<file path="config.mk">
export PLATFORM = sky130hd
export DESIGN_NAME = interrupt_vector_priority
export DESIGN_NICKNAME = d
export VERILOG_FILES = /design/src/ivp_pkg.sv /design/src/flag_group.sv /design/src/interrupt_vector_priority.sv /design/src/vector_select.sv
export SDC_FILE = /design/constraint.sdc
export NUM_CORES = 1
export LEC_CHECK = 0
export BUFFER_PORTS_ARGS = -buffer_cell sky130_fd_sc_hd__buf_2
export CORE_MARGIN = 5
export CORE_UTILIZATION = 30
export CTS_BUF_LIST = sky130_fd_sc_hd__clkbuf_16
export CTS_CLUSTER_SIZE = 40
export DETAILED_ROUTE_END_ITERATION = 16
export GPL_TIMING_DRIVEN = 0
export PLACE_DENSITY = 0.42
export SLEW_MARGIN = 5
export SYNTH_ARGS = -nofsm -noshare
export SYNTH_HDL_FRONTEND = slang
export SYNTH_HIERARCHICAL = 1
export SYNTH_SLANG_ARGS = --single-unit
</file>
<file path="constraint.sdc">
create_clock -name aclk -period 6.6 [get_ports aclk]
set_input_delay 1.98 -clock aclk [delete_from_list [all_inputs] [get_ports aclk]]
set_output_delay 1.98 -clock aclk [all_outputs]
set_load 0.1 [all_outputs]
</file>
<file path="src/ivp_pkg.sv">
/*
  Holds the constants shared by the interrupt vector and priority logic:
  source order, vector word addresses, priorities, register indices and
  reset values.
  Assumes a single 20 MHz clock domain and an AXI4-Lite register bus with
  32-bit data where byte address = 4 x register index.
*/
// What this block does
// - Reset causes vector at FFFEh, priority 63
// - System non-maskable causes vector FFFCh, priority 62
// - Pin NMI, oscillator fault: FFFAh, priority 61
// - Timer0 channel 0 FFF8h; others share FFF6h
// - Timer1 channel 0 FFF4h; others share FFF2h
// - Counter clock FFF0h/56, watchdog interval FFEEh/55
// - Serial A flags merge to FFECh, priority 54
// - Serial B flags merge to FFEAh, priority 53
// - Converter flags merge to FFE8h, priority 52
// - Port 1 pin flags merge to FFE6h/51
// - Port 2 pin flags merge to FFE4h/50
// - Signature words at 0FF80h to 0FF86h
// - Each vector holds a 16-bit handler address
package ivp_pkg;

  // ----------------------------------------------------------------
  // Source order, highest priority first
  // ----------------------------------------------------------------
  localparam int N_SRC = 14;        // Vector sources
  localparam int N_NMI = 3;         // First three sources ignore the enable
  localparam int SRC_W = 4;         // Width of a source index
  localparam int IV_W = 6;          // Width of a group vector code

  // Vector word addresses per source
  localparam logic [15:0] VEC_ADDR [N_SRC] = '{
    16'hfffe, 16'hfffc, 16'hfffa, 16'hfff8, 16'hfff6, 16'hfff4, 16'hfff2,
    16'hfff0, 16'hffee, 16'hffec, 16'hffea, 16'hffe8, 16'hffe6, 16'hffe4};
  // Priority number per source
  localparam logic [5:0] VEC_PRIO [N_SRC] = '{
    6'd63, 6'd62, 6'd61, 6'd60, 6'd59, 6'd58, 6'd57,
    6'd56, 6'd55, 6'd54, 6'd53, 6'd52, 6'd51, 6'd50};
  localparam logic [15:0] VEC_TOP = 16'hfffe;  // Highest vector word
  localparam logic [15:0] VEC_LOW = 16'hffe4;  // Lowest vector word

  // ----------------------------------------------------------------
  // Signature words
  // ----------------------------------------------------------------
  localparam int N_SIG = 4;                    // Two debug, two loader
  localparam logic [15:0] SIG_BASE = 16'hff80; // First signature word
  localparam logic [15:0] SIG_LAST = 16'hff86; // Last signature word

  // ----------------------------------------------------------------
  // Register indices (byte address = 4 x index)
  // ----------------------------------------------------------------
  localparam logic [15:0] IDX_CTRL = 16'h0100;     // Control
  localparam logic [15:0] IDX_STATUS = 16'h0102;   // Selected vector
  localparam logic [15:0] IDX_RESET_IV = 16'h0110; // reset_cause_vector
  localparam logic [15:0] IDX_T0_IV = 16'h0112;    // timer0_vector_reg
  localparam logic [15:0] IDX_T1_IV = 16'h0114;    // timer1_vector_reg
  localparam logic [15:0] IDX_SA_IV = 16'h0116;    // serial_a_vector_reg
  localparam logic [15:0] IDX_SB_IV = 16'h0118;    // serial_b_vector_reg
  localparam logic [15:0] IDX_ADC_IV = 16'h011a;   // converter_vector_reg
  localparam logic [15:0] IDX_P1_IV = 16'h011c;    // port1_vector_reg
  localparam logic [15:0] IDX_P2_IV = 16'h011e;    // port2_vector_reg

  // ----------------------------------------------------------------
  // Control fields and reset values
  // ----------------------------------------------------------------
  localparam int CTRL_GIE = 0;       // Global maskable enable
  localparam int CTRL_SA_ASYNC = 1;  // Serial A in asynchronous mode
  localparam int CTRL_SB_TWI = 2;    // Serial B in two-wire mode
  localparam int ST_PRIO_LSB = 0;    // Status: priority field
  localparam int ST_PEND = 8;        // Status: a vector is presented
  localparam int ST_NMI = 9;         // Status: it is non-maskable
  localparam int ST_ADDR_LSB = 16;   // Status: vector word address
  localparam logic [2:0] CTRL_RST = 3'h0;        // Control after reset
  localparam logic [15:0] HANDLER_RST = 16'h0000; // Handler words after reset
  localparam logic [15:0] SIG_RST = 16'hffff;     // Signatures after reset

  localparam logic [1:0] RESP_OKAY = 2'h0;   // AXI OKAY
  localparam logic [1:0] RESP_SLVERR = 2'h2; // AXI SLVERR

endpackage

</file>
<file path="src/flag_group.sv">
/*
  Merges the flags of one source group into a single request and a
  vector code: twice the index plus two of the lowest enabled flag.
  Assumes flags come from logic on the same clock.
*/
`timescale 1ns/1ps
module flag_group #(
  parameter int N = 4,      // Flags in the group
  parameter int CW = 5      // Width of the code
) (
  input wire logic [N-1:0] flags,   // Raw flags
  input wire logic [N-1:0] enables, // Flags that count in this mode
  output logic any,                 // Some enabled flag set
  output logic [CW-1:0] code        // 0 when none, else 2*(i+1)
);

  // ----------------------------------------------------------------
  // Lowest index wins, as in a vector register
  // ----------------------------------------------------------------
  always_comb begin
    any = 1'b0;
    code = '0;
    for (int i = N - 1; i >= 0; i--) begin
      if (flags[i] && enables[i]) begin
        any = 1'b1;
        code = CW'((i + 1) * 2);
      end
    end
  end

endmodule

</file>
<file path="src/interrupt_vector_priority.sv">
/*
  Interrupt vector and priority logic with its AXI4-Lite register file.
  Gathers grouped source flags, picks the highest pending source and
  presents its vector word address and handler word to the core.
  Assumes all flags are synchronous to aclk and that the bus master keeps
  AXI4-Lite rules (one write and one read under way at a time).
*/
// Decided for this implementation: the placing of the registers and the AXI4-Lite interface to the registers.
`timescale 1ns/1ps
module interrupt_vector_priority #(
  parameter int ADDR_W = 18          // Byte address width of the bus
) (
  input wire logic aclk,                 // System clock, 20 MHz
  input wire logic aresetn,              // Synchronous reset, active low
  // Flag inputs
  input wire logic [8:0] reset_flags,    // Reset causes
  input wire logic [4:0] sys_nmi_flags,  // Vacant, mbox in/out, time, bit err
  input wire logic [1:0] user_nmi_flags, // Pin NMI, oscillator fault
  input wire logic timer0_ccr0_flag,     // Timer 0 channel 0
  input wire logic [2:0] timer0_flags,   // Timer 0 ch1, ch2, overflow
  input wire logic timer1_ccr0_flag,     // Timer 1 channel 0
  input wire logic [2:0] timer1_flags,   // Timer 1 ch1, ch2, overflow
  input wire logic counter_clock_flag,   // Real-time counter
  input wire logic watchdog_flag,        // Watchdog interval mode
  input wire logic [3:0] serial_a_flags, // Rx, tx, tx complete, start
  input wire logic [15:0] serial_b_flags,// SPI rx,tx; then 14 two-wire flags
  input wire logic [5:0] converter_flags,// Done, in, below, above, tov, ov
  input wire logic [7:0] port1_flags,    // Port 1 pin changes
  input wire logic [6:0] port2_flags,    // Port 2 pin changes
  // Vector to the core
  output logic vec_pending_r,            // A vector is presented
  output logic vec_nonmaskable_r,        // Presented vector is non-maskable
  output logic [15:0] vec_word_addr_r,   // Vector word address
  output logic [15:0] vec_handler_r,     // Handler start address
  output logic [5:0] vec_priority_r,     // Priority number
  // AXI4-Lite slave
  input wire logic [ADDR_W-1:0] awaddr,  // Write address
  input wire logic awvalid,              // Write address valid
  output logic awready_r,                // Write address ready
  input wire logic [31:0] wdata,         // Write data
  input wire logic [3:0] wstrb,          // Byte enables
  input wire logic wvalid,               // Write data valid
  output logic wready_r,                 // Write data ready
  output logic [1:0] bresp_r,            // Write response
  output logic bvalid_r,                 // Write response valid
  input wire logic bready,               // Write response ready
  input wire logic [ADDR_W-1:0] araddr,  // Read address
  input wire logic arvalid,              // Read address valid
  output logic arready_r,                // Read address ready
  output logic [31:0] rdata_r,           // Read data
  output logic [1:0] rresp_r,            // Read response
  output logic rvalid_r,                 // Read data valid
  input wire logic rready                // Read data ready
);

  // ----------------------------------------------------------------
  // Declarations
  // ----------------------------------------------------------------
  logic [2:0] ctrl_r;                             // Control bits
  logic [15:0] handler_r [ivp_pkg::N_SRC];        // Vector words
  logic [15:0] sig_r [ivp_pkg::N_SIG];            // Signature words
  logic [15:0] wr_idx_r;                          // Held write index
  logic [31:0] wr_data_r;                         // Held write data
  logic [3:0] wr_strb_r;                          // Held byte enables
  logic wr_go;                                    // Both halves held
  logic [15:0] rd_idx;                            // Read index
  logic [31:0] rd_data;                           // Read mux result
  logic rd_hit;                                   // Read index mapped
  logic wr_hit;                                   // Write index mapped
  logic [ivp_pkg::N_SRC-1:0] req;                 // Per-source requests
  logic [ivp_pkg::N_SRC-1:0] req_gated;           // After global enable
  logic sel_found;                                // Winner exists
  logic [ivp_pkg::SRC_W-1:0] sel_idx;             // Winner index
  logic [3:0] hidx;                               // Handler slot of write
  logic [3:0] ridx;                               // Handler slot of read
  logic [1:0] sidx;                               // Signature slot of write
  logic [1:0] rsidx;                              // Signature slot of read
  logic [15:0] strb_mask;                         // Lane mask for 16 bits
  // Group outputs
  logic rst_any, sys_any, usr_any, t0_any, t1_any;
  logic sa_any, sb_any, adc_any, p1_any, p2_any;
  logic [ivp_pkg::IV_W-1:0] rst_iv, sys_iv, usr_iv, t0_iv, t1_iv;
  logic [ivp_pkg::IV_W-1:0] sa_iv, sb_iv, adc_iv, p1_iv, p2_iv;
  logic [3:0] sa_en;                              // Serial A mode enables
  logic [15:0] sb_en;                             // Serial B mode enables

  // ----------------------------------------------------------------
  // Source groups
  // ----------------------------------------------------------------
  // Reset causes all land on the top vector
  flag_group #(.N(9), .CW(ivp_pkg::IV_W)) u_rst (
    .flags(reset_flags), .enables('1), .any(rst_any), .code(rst_iv));

  // System non-maskable causes
  flag_group #(.N(5), .CW(ivp_pkg::IV_W)) u_sys (
    .flags(sys_nmi_flags), .enables('1), .any(sys_any), .code(sys_iv));

  // User non-maskable causes
  flag_group #(.N(2), .CW(ivp_pkg::IV_W)) u_usr (
    .flags(user_nmi_flags), .enables('1), .any(usr_any), .code(usr_iv));

  // Timer 0 shared vector
  flag_group #(.N(3), .CW(ivp_pkg::IV_W)) u_t0 (
    .flags(timer0_flags), .enables('1), .any(t0_any), .code(t0_iv));

  // Timer 1 shared vector
  flag_group #(.N(3), .CW(ivp_pkg::IV_W)) u_t1 (
    .flags(timer1_flags), .enables('1), .any(t1_any), .code(t1_iv));

  // Serial A: tx complete and start count only in asynchronous mode
  assign sa_en = {{2{ctrl_r[ivp_pkg::CTRL_SA_ASYNC]}}, 2'b11};
  flag_group #(.N(4), .CW(ivp_pkg::IV_W)) u_sa (
    .flags(serial_a_flags), .enables(sa_en), .any(sa_any), .code(sa_iv));

  // Serial B: SPI pair or the fourteen two-wire flags, by mode
  assign sb_en = {{14{ctrl_r[ivp_pkg::CTRL_SB_TWI]}},
                  {2{~ctrl_r[ivp_pkg::CTRL_SB_TWI]}}};
  flag_group #(.N(16), .CW(ivp_pkg::IV_W)) u_sb (
    .flags(serial_b_flags), .enables(sb_en), .any(sb_any), .code(sb_iv));

  // Converter flags
  flag_group #(.N(6), .CW(ivp_pkg::IV_W)) u_adc (
    .flags(converter_flags), .enables('1), .any(adc_any), .code(adc_iv));

  // Port 1 pin changes
  flag_group #(.N(8), .CW(ivp_pkg::IV_W)) u_p1 (
    .flags(port1_flags), .enables('1), .any(p1_any), .code(p1_iv));

  // Port 2 pin changes
  flag_group #(.N(7), .CW(ivp_pkg::IV_W)) u_p2 (
    .flags(port2_flags), .enables('1), .any(p2_any), .code(p2_iv));

  // ----------------------------------------------------------------
  // Priority selection
  // ----------------------------------------------------------------
  // Requests in source order, highest priority at bit 0
  assign req = {p2_any, p1_any, adc_any, sb_any, sa_any, watchdog_flag,
                counter_clock_flag, t1_any, timer1_ccr0_flag, t0_any,
                timer0_ccr0_flag, usr_any, sys_any, rst_any};

  // Maskable sources drop out while the global enable is clear
  always_comb begin
    req_gated = req;
    if (!ctrl_r[ivp_pkg::CTRL_GIE]) begin
      req_gated[ivp_pkg::N_SRC-1:ivp_pkg::N_NMI] = '0;
    end
  end

  vector_select #(.N(ivp_pkg::N_SRC), .IW(ivp_pkg::SRC_W)) u_sel (
    .req(req_gated), .found(sel_found), .idx(sel_idx));

  // Register the winner and its vector word for the core
  always_ff @(posedge aclk) begin
    if (!aresetn) begin
      vec_pending_r <= 1'b0;
      vec_nonmaskable_r <= 1'b0;
      vec_word_addr_r <= '0;
      vec_handler_r <= '0;
      vec_priority_r <= '0;
    end else begin
      vec_pending_r <= sel_found;
      vec_nonmaskable_r <= sel_found && (sel_idx < ivp_pkg::SRC_W'(ivp_pkg::N_NMI));
      if (sel_found) begin
        vec_word_addr_r <= ivp_pkg::VEC_ADDR[sel_idx];
        vec_handler_r <= handler_r[sel_idx];
        vec_priority_r <= ivp_pkg::VEC_PRIO[sel_idx];
      end else begin
        vec_word_addr_r <= '0;
        vec_handler_r <= '0;
        vec_priority_r <= '0;
      end
    end
  end

  // ----------------------------------------------------------------
  // Write channel
  // ----------------------------------------------------------------
  assign wr_go = !awready_r && !wready_r && !bvalid_r;

  // Address and data are taken in either order, then answered together
  always_ff @(posedge aclk) begin
    if (!aresetn) begin
      awready_r <= 1'b1;
      wready_r <= 1'b1;
      bvalid_r <= 1'b0;
      bresp_r <= ivp_pkg::RESP_OKAY;
      wr_idx_r <= '0;
      wr_data_r <= '0;
      wr_strb_r <= '0;
    end else begin
      if (awvalid && awready_r) begin
        awready_r <= 1'b0;
        wr_idx_r <= awaddr[17:2];
      end
      if (wvalid && wready_r) begin
        wready_r <= 1'b0;
        wr_data_r <= wdata;
        wr_strb_r <= wstrb;
      end
      if (wr_go) begin
        bvalid_r <= 1'b1;
        bresp_r <= wr_hit ? ivp_pkg::RESP_OKAY : ivp_pkg::RESP_SLVERR;
      end
      if (bvalid_r && bready) begin
        bvalid_r <= 1'b0;
        awready_r <= 1'b1;
        wready_r <= 1'b1;
      end
    end
  end

  // Write decode: slot numbers and lane mask
  always_comb begin
    hidx = 4'((ivp_pkg::VEC_TOP - wr_idx_r) >> 1);
    sidx = 2'((wr_idx_r - ivp_pkg::SIG_BASE) >> 1);
    strb_mask = {{8{wr_strb_r[1]}}, {8{wr_strb_r[0]}}};
    wr_hit = 1'b0;
    if (wr_idx_r == ivp_pkg::IDX_CTRL) begin
      wr_hit = 1'b1;
    end else if (wr_idx_r >= ivp_pkg::VEC_LOW && !wr_idx_r[0]) begin
      wr_hit = 1'b1;
    end else if (wr_idx_r >= ivp_pkg::SIG_BASE && wr_idx_r <= ivp_pkg::SIG_LAST
                 && !wr_idx_r[0]) begin
      wr_hit = 1'b1;
    end else if (wr_idx_r == ivp_pkg::IDX_STATUS
                 || (wr_idx_r >= ivp_pkg::IDX_RESET_IV
                     && wr_idx_r <= ivp_pkg::IDX_P2_IV && !wr_idx_r[0])) begin
      wr_hit = 1'b1;  // Read-only, write ignored
    end
  end

  // Control register
  always_ff @(posedge aclk) begin
    if (!aresetn) begin
      ctrl_r <= ivp_pkg::CTRL_RST;
    end else if (wr_go && wr_idx_r == ivp_pkg::IDX_CTRL && wr_strb_r[0]) begin
      ctrl_r <= wr_data_r[2:0];
    end
  end

  // Handler words, one per vector location
  always_ff @(posedge aclk) begin
    if (!aresetn) begin
      for (int i = 0; i < ivp_pkg::N_SRC; i++) begin
        handler_r[i] <= ivp_pkg::HANDLER_RST;
      end
    end else if (wr_go && wr_idx_r >= ivp_pkg::VEC_LOW && !wr_idx_r[0]) begin
      handler_r[hidx] <= (handler_r[hidx] & ~strb_mask)
                         | (wr_data_r[15:0] & strb_mask);
    end
  end

  // Signature words just below the vector region
  always_ff @(posedge aclk) begin
    if (!aresetn) begin
      for (int i = 0; i < ivp_pkg::N_SIG; i++) begin
        sig_r[i] <= ivp_pkg::SIG_RST;
      end
    end else if (wr_go && wr_idx_r >= ivp_pkg::SIG_BASE
                 && wr_idx_r <= ivp_pkg::SIG_LAST && !wr_idx_r[0]) begin
      sig_r[sidx] <= (sig_r[sidx] & ~strb_mask)
                     | (wr_data_r[15:0] & strb_mask);
    end
  end

  // ----------------------------------------------------------------
  // Read channel
  // ----------------------------------------------------------------
  assign rd_idx = araddr[17:2];

  // Read mux; group vector registers show the lowest enabled pending flag
  always_comb begin
    rd_data = '0;
    rd_hit = 1'b1;
    ridx = 4'((ivp_pkg::VEC_TOP - rd_idx) >> 1);
    rsidx = 2'((rd_idx - ivp_pkg::SIG_BASE) >> 1);
    if (rd_idx >= ivp_pkg::VEC_LOW && !rd_idx[0]) begin
      rd_data[15:0] = handler_r[ridx];
    end else if (rd_idx >= ivp_pkg::SIG_BASE && rd_idx <= ivp_pkg::SIG_LAST
                 && !rd_idx[0]) begin
      rd_data[15:0] = sig_r[rsidx];
    end else begin
      unique case (rd_idx)
        ivp_pkg::IDX_CTRL: begin
          rd_data[2:0] = ctrl_r;
        end
        ivp_pkg::IDX_STATUS: begin
          rd_data[ivp_pkg::ST_PRIO_LSB +: 6] = vec_priority_r;
          rd_data[ivp_pkg::ST_PEND] = vec_pending_r;
          rd_data[ivp_pkg::ST_NMI] = vec_nonmaskable_r;
          rd_data[ivp_pkg::ST_ADDR_LSB +: 16] = vec_word_addr_r;
        end
        ivp_pkg::IDX_RESET_IV: begin
          rd_data[ivp_pkg::IV_W-1:0] = rst_iv;
        end
        ivp_pkg::IDX_T0_IV: begin
          rd_data[ivp_pkg::IV_W-1:0] = t0_iv;
        end
        ivp_pkg::IDX_T1_IV: begin
          rd_data[ivp_pkg::IV_W-1:0] = t1_iv;
        end
        ivp_pkg::IDX_SA_IV: begin
          rd_data[ivp_pkg::IV_W-1:0] = sa_iv;
        end
        ivp_pkg::IDX_SB_IV: begin
          rd_data[ivp_pkg::IV_W-1:0] = sb_iv;
        end
        ivp_pkg::IDX_ADC_IV: begin
          rd_data[ivp_pkg::IV_W-1:0] = adc_iv;
        end
        ivp_pkg::IDX_P1_IV: begin
          rd_data[ivp_pkg::IV_W-1:0] = p1_iv;
        end
        ivp_pkg::IDX_P2_IV: begin
          rd_data[ivp_pkg::IV_W-1:0] = p2_iv;
        end
        default: begin
          rd_hit = 1'b0;  // Unmapped index
        end
      endcase
    end
  end

  // One read at a time; data registered with the handshake
  always_ff @(posedge aclk) begin
    if (!aresetn) begin
      arready_r <= 1'b1;
      rvalid_r <= 1'b0;
      rdata_r <= '0;
      rresp_r <= ivp_pkg::RESP_OKAY;
    end else begin
      if (arvalid && arready_r) begin
        arready_r <= 1'b0;
        rvalid_r <= 1'b1;
        rdata_r <= rd_data;
        rresp_r <= rd_hit ? ivp_pkg::RESP_OKAY : ivp_pkg::RESP_SLVERR;
      end
      if (rvalid_r && rready) begin
        rvalid_r <= 1'b0;
        arready_r <= 1'b1;
      end
    end
  end

  // Other group codes feed the read mux; system/user NMI codes feed nothing and
  // are kept for symmetry of the group structure.
  logic unused_codes;
  assign unused_codes = ^{sys_iv, usr_iv, araddr[1:0], awaddr[1:0], wr_strb_r[3:2]};

endmodule

</file>
<file path="src/vector_select.sv">
/*
  Picks the highest-priority pending source; index 0 is the highest.
  Assumes requests are already masked by the caller.
*/
`timescale 1ns/1ps
module vector_select #(
  parameter int N = 14,     // Sources
  parameter int IW = 4      // Index width
) (
  input wire logic [N-1:0] req, // Pending requests
  output logic found,           // Some request pending
  output logic [IW-1:0] idx     // Winning source
);

  // ----------------------------------------------------------------
  // Scan from lowest priority up so the highest one overrides
  // ----------------------------------------------------------------
  always_comb begin
    found = 1'b0;
    idx = '0;
    for (int i = N - 1; i >= 0; i--) begin
      if (req[i]) begin
        found = 1'b1;
        idx = IW'(i);
      end
    end
  end

endmodule
</file>
==> run_results.csv, run 1 <==
group,metric,value,unit
run_status,outcome,"finished with violations",
run_status,violations,"capacitance limit",
synthesis,ys_warn_count,6,
sta,hold_viol_final,0,
synthesis,synthCells,2074,
sta,period_needed,6.57,ns
sta,rsz0062_at_grt,"false",
sta,worstMarginPinSlew,1.48,ns
floorplanning,start_util,30.2,%
cts,post_cts_buffers,0,
final_layout,nets,2585,
cts,root_buffer,"clkbuf_16",
placed_design,placed_area,27500,µm²
sta,fin_crit_sh,99.6,%
worst_setup_path,reg2regPathDepth,14,
detailed_routing,post_drt_wl_per_cell,31.3,µm
placed_design,gp_congestion,0.914,
pwr,pwr_density_cell,243,nW/µm²
sta,slew_violations,0,
final_layout,design_area,29200,µm²
pwr,p_seq_share,41.3,%
global_routing,gr-usage-all-layers,24.3,%
detailed_routing,drt_wl_total,111,mm
sta,relSlewSlack,0.801,%
cts,cts_buffers,52,
worst_setup_path,crit_chain,"buf_2 -> a22oi_2 -> nand2_1 -> nor3_1 -> nand2_1 -> and2_1 -> nor2_1 -> o31ai_1 -> a211oi_1 -> nor3_1 -> buf_1 -> clkdlybuf4s15_1 -> mux4_2 -> mux4_2 -> and2_1",
pwr,p_total,7.09,mW
pwr,internal-power,4.96,mW
detailed_routing,wl_met1,45.5,mm
cts,clk_pin_slew_worst_paths,0.06,ns
cts,htreeDepth,2,
synthesis,avgSynthCellArea,11.9,µm²
worst_setup_path,worstSetupPathType,"input port to register",
floorplanning,dieArea,88200,µm²
final_layout,register_area,11400,µm²
cts,cts_tree,"done",
worst_setup_path,crit_fanout,10,
floorplanning,core,81800,µm²
placed_design,hpwlAfterDp,78.7,mm
detailed_routing,top_layer,"met4",
pwr,netSwitchingPower,2.13,mW
worst_setup_path,cp_slowest_stage_delay,1.04,ns
sta,fmax,0.152,GHz
global_routing,grt_pass1_wl,154,mm
sta,clock_skew,0.0232,ns
global_routing,grt_max_degree,32,
detailed_routing,wl_met3,9.63,mm
pwr,ir_drop,182,µV
worst_setup_path,cp.arrival,7.05,ns
pwr,p_sw_share,30.1,%
detailed_routing,drcViolationCount,0,
final_layout,drive_gt1_share,29.2,%
global_routing,first_global_vias,19889,
hold_path,min_path_cells,2,
final_layout,synthToLayoutAreaGrowth,18.1,%
detailed_routing,via_per_inst,5.64,
synthesis,syn_area,24700,µm²
detailed_routing,drtAntennaViolNets,0,
final_layout,nFillCells,8134,
floorplanning,dieWidth,297,µm
global_routing,gr-total-overflow,0,
placed_design,port_buffers,199,
detailed_routing,route.met2.wl,51.4,mm
job,cap_violations,1,
worst_setup_path,end_kind,"register",
detailed_routing,vias,19994,
sta,fin_ws,0.0261,ns
floorplanning,rows,105,
cts,clock_sinks,410,
floorplanning,die_h,297,µm
placed_design,dpl_worst_slack,-0.451,ns
worst_setup_path,worstSetupStartpointType,"input port",
worst_setup_path,crit_required,7.08,ns
global_routing,grt_antenna_before_repair,3,
pwr,combPwrFrac,18.1,%
cts,worstSkewPairLatency,0.62,ns
detailed_routing,firstDrtPassIters,5,
worst_setup_path,r2r_setup_slack,0.19,ns
sta,final.setup.tns,0,ns
worst_setup_path,cp_slowest_cell,"clkdlybuf4s15_1",
floorplanning,ioPinCount,227,
detailed_routing,drt_iter0_markers,2125,
hold_path,hold_path_class,"register to register",
cts,cts_buffer_depth,3,
sta,setup_viol,0,
final_layout,multi_input_area,12400,µm²
pwr,clkPwrFrac,40.6,%
pwr,leakagePower,10.5,nW
==> worst max-delay path, delay by kind of cell <==
family          cells  cell delay [ns]
simple gates        7             1.79
mux                 2             0.97
compound gates      3             0.49
buf+inv             3             1.80
==> metal layers <==
metal  GRT usage (%)  vias up
li1                -     8488
met1            32.2    10159
met2            39.4     1122
met3            5.34      225
met4            8.81        0
met5               0        -
==> power groups by stage <==
stage                     sequential (mW)  combinational, mW  clock [mW]
after floorplan                      3.02              0.753           0
after global placement               2.98               1.26           0
after detailed placement             2.98               1.27           0
after CTS                            2.92               1.27        2.93
after global routing                 2.93               1.34        3.04
final                                2.93               1.28        2.88
==> through the flow <==
stage | cells | util [%] | hold slack [ns]
after floorplan | 2178 | - | 0.451
after global placement | 3447 | 33.5 | 0.436
after detailed placement | 3449 | 33.6 | 0.450
after CTS | 3546 | 35.6 | 0.458
after global routing | 3547 | 35.7 | 0.487
final | 3548 | 35.7 | 0.457
==> cell type report <==
| type | count | area share [%] |
|---|---|---|
| Clock inverter | 41 | 1.01 |
| Inverter | 36 | 0.463 |
| Timing Repair Buffer | 201 | 3.47 |
| Multi-Input combinational cell | 1522 | 42.5 |
| Clock buffer | 56 | 4.80 |
| Sequential cell | 410 | 39.1 |
| Buffer | 210 | 4.04 |
| Tap cell | 1070 | 4.59 |
| Antenna cell | 2 | 0.0171 |
==> registers in the layout, summed over array words and instances, names as in the netlist, 2 cells and up, named ones only <==
register	count
wr_data_r	16
wr_idx_r	16
vec_handler_r	16
sig_r	64
handler_r	256
rdata_r	21
wr_strb_r	2
ctrl_r	3
vec_word_addr_r	5
==> cell usage in the layout (no fill, tap or decap), types with 17 or more instances in the layout <==
master,count
a21boi_0,40
a21oi_1,34
a22o_1,41
a31oi_1,17
a32oi_1,18
and2_1,39
buf_2,255
buf_4,71
clkbuf_1,65
clkbuf_16,56
conb_1,114
dfxtp_1,90
edfxtp_1,320
inv_1,34
inv_2,18
mux2i_1,43
mux4_2,219
nand2_1,326
nand2b_1,31
nand3_1,51
nor2_1,259
o21ai_0,25
o221ai_1,19
==> repair_timing <==
item                       CTS  global route
hold buffers                 0             0
setup endpoints to repair    0             8
gates resized for setup      0             8
==> path summary, 6_finish.rpt <==
path | startpoint | endpoint
min reg2reg | rdata_r[4] | rdata_r[4]
min | rdata_r[4] | rdata_r[4]
max reg2reg | ctrl_r[2] | vec_handler_r[15]
max | serial_b_flags[9] | vec_handler_r[15]
Power figures use the tool's default switching activity.
==> run 2, diff against run 1 <==
clock period = 7 ns   (was 6.6 ns; I/O delays follow)
==> run 2 against run 1 <==
  * The run ends with capacitance limit, slew limit left
  * Clock skew decreased by 0.00050 ns
  * Routed wire length about the same
  * Non-clock buffer count unchanged
  * Die area unchanged
  * Critical path type unchanged
  * Critical endpoint unchanged
  * Largest cell class unchanged
==> run_results.csv, run 2 (synthesized netlist as in run 1, its figures left out) <==
group,metric,value,unit
floorplanning,die_h,297,µm
worst_setup_path,worstSetupStartpointType,"input port",
global_routing,first_global_vias,19889,
worst_setup_path,crit_required,7.48,ns
floorplanning,ioPinCount,227,
floorplanning,dieWidth,297,µm
cts,cts_buffers,52,
sta,final.setup.tns,0,ns
worst_setup_path,cp_slowest_stage_delay,1.16,ns
detailed_routing,vias,19985,
pwr,leakagePower,10.5,nW
worst_setup_path,end_kind,"register",
global_routing,grt_max_degree,32,
worst_setup_path,crit_path_start,"serial_b_flags[9]",
placed_design,port_buffers,199,
detailed_routing,drt_wl_total,111,mm
worst_setup_path,r2r_setup_slack,0.49,ns
worst_setup_path,crit_family,"buffers and inverters",
worst_setup_path,reg2regPathDepth,14,
run_status,outcome,"finished with violations",
sta,slew_violations,11,
floorplanning,start_util,30.2,%
global_routing,grt_pass1_wl,154,mm
sta,worstMarginPinSlew,1.52,ns
hold_path,hold_path_class,"register to register",
detailed_routing,drtAntennaViolNets,0,
floorplanning,core,81800,µm²
worst_setup_path,cp.arrival,7.27,ns
worst_setup_path,crit_chain,"buf_2 -> a22oi_2 -> nand2_1 -> nor3_1 -> nand2_1 -> and2_1 -> nor2_1 -> o31ai_1 -> a211oi_1 -> nor3_1 -> buf_1 -> clkbuf_1 -> mux4_2 -> mux4_2 -> and2_1",
final_layout,nFillCells,8131,
final_layout,layout_common_cells,"nand2_1, edfxtp_1, nor2_1",
cts,cts_tree,"done",
hold_path,worstHoldStart,"rdata_r[4]",
cts,worstSkewPairLatency,0.62,ns
global_routing,gr-usage-all-layers,24.3,%
cts,htreeDepth,2,
final_layout,fin_cells,3547,
final_layout,synthToLayoutAreaGrowth,18.0,%
cts,cts_resized,0,
sta,clock_skew,0.0227,ns
final_layout,regMostFlops,"handler_r",
worst_setup_path,cp_slowest_cell,"clkbuf_1",
sta,fin_crit_sh,97.0,%
worst_setup_path,worstSetupPathType,"input port to register",
sta,relSlewSlack,-1.24,%
pwr,ir_drop,169,µV
detailed_routing,via_per_inst,5.63,
run_status,violations,"capacitance limit, slew limit",
pwr,pwr_density_cell,229,nW/µm²
worst_setup_path,reg2reg_to,"vec_handler_r[15]",
detailed_routing,drt_iter0_markers,2046,
sta,setup_viol,0,
placed_design,dp.cells,3449,
sta,rsz0062_at_grt,"false",
detailed_routing,post_drt_wl_per_cell,31.3,µm
floorplanning,dieArea,88200,µm²
cts,post_cts_buffers,0,
worst_setup_path,crit_fanout,10,
final_layout,largest_reg_flops,256,
cts,clock_sinks,410,
floorplanning,rows,105,
job,cap_violations,2,
cts,root_buffer,"clkbuf_16",
final_layout,nets,2585,
sta,fmax,0.147,GHz
worst_setup_path,crit_cells,15,
detailed_routing,firstDrtPassIters,6,
final_layout,reg_top3,"handler_r: 256 flops, sig_r: 64 flops, rdata_r: 21 flops",
sta,whs,0.457,ns
cts,hold_buffers,0,
worst_setup_path,crit_end,"vec_handler_r[15]",
cts,clk_pin_slew_worst_paths,0.06,ns
placed_design,gp_congestion,0.914,
global_routing,gr-total-overflow,0,
worst_setup_path,reg2reg_from,"ctrl_r[2]",
placed_design,hpwlAfterDp,78.7,mm
final_layout,final_util,35.6,%
final_layout,drive_gt1_share,29.1,%
worst_setup_path,cp_num_buf_inv,3,
cts,cts_buffer_depth,3,
sta,period_needed,6.79,ns
sta,hold_viol_final,0,
global_routing,grt_antenna_before_repair,3,
detailed_routing,drcViolationCount,0,
final_layout,final_common_cell,"nand2_1",
run 2: through the flow:
stage	total power, mW	setup WS [ns]	instance area (µm²)
final	6.69	0.210	29200
after CTS	6.72	0.418	29200
after floorplan	3.56	1.61	25100
after detailed placement	4.01	-0.171	27500
after global placement	4.00	-0.358	27400
after global routing	6.89	0.164	29200
run 2: metal layers:
metal / routed length, µm / part of all wire, % / global-route usage [%]
met5: 0 / 0 / 0
met4: 4550 / 4.1 / 8.81
met3: 9950 / 9.0 / 5.34
met2: 51300 / 46 / 39.4
met1: 45300 / 41 / 32.2
run 2: report_power, final:
group,switching (mW),leakage (nW),internal (mW)
Sequential,0.0646,3.78,2.70
Clock,1.14,0.901,1.58
Combinational,0.812,5.85,0.399
Total,2.01,10.5,4.68
run 2: worst min-delay path, stage by stage (launching register included):
cell	delay [ns]
dfxtp_1	0.31
nand2_1	0.05
o21ai_1	0.05
run 2: worst min path at each step:
| stage | cells past startpoint | endpoint | slack (ns) |
|---|---|---|---|
| floorplan | 2 | wr_data_r[10] | 0.45 |
| global placement | 2 | rdata_r[4] | 0.44 |
| global route | 2 | rdata_r[4] | 0.49 |
| detailed placement | 2 | rdata_r[4] | 0.45 |
| finish | 2 | rdata_r[4] | 0.46 |
| CTS | 2 | rdata_r[4] | 0.46 |
run 2: cell type report:
class	count	area, µm²	area share, %
Antenna cell	1	2.50	0.00858
Buffer	210	1170	4.01
Clock buffer	56	1400	4.80
Clock inverter	41	295	1.01
Inverter	36	135	0.463
Multi-Input combinational cell	1522	12400	42.5
Sequential cell	410	11400	39.1
Tap cell	1070	1340	4.59
Timing Repair Buffer	201	1010	3.47
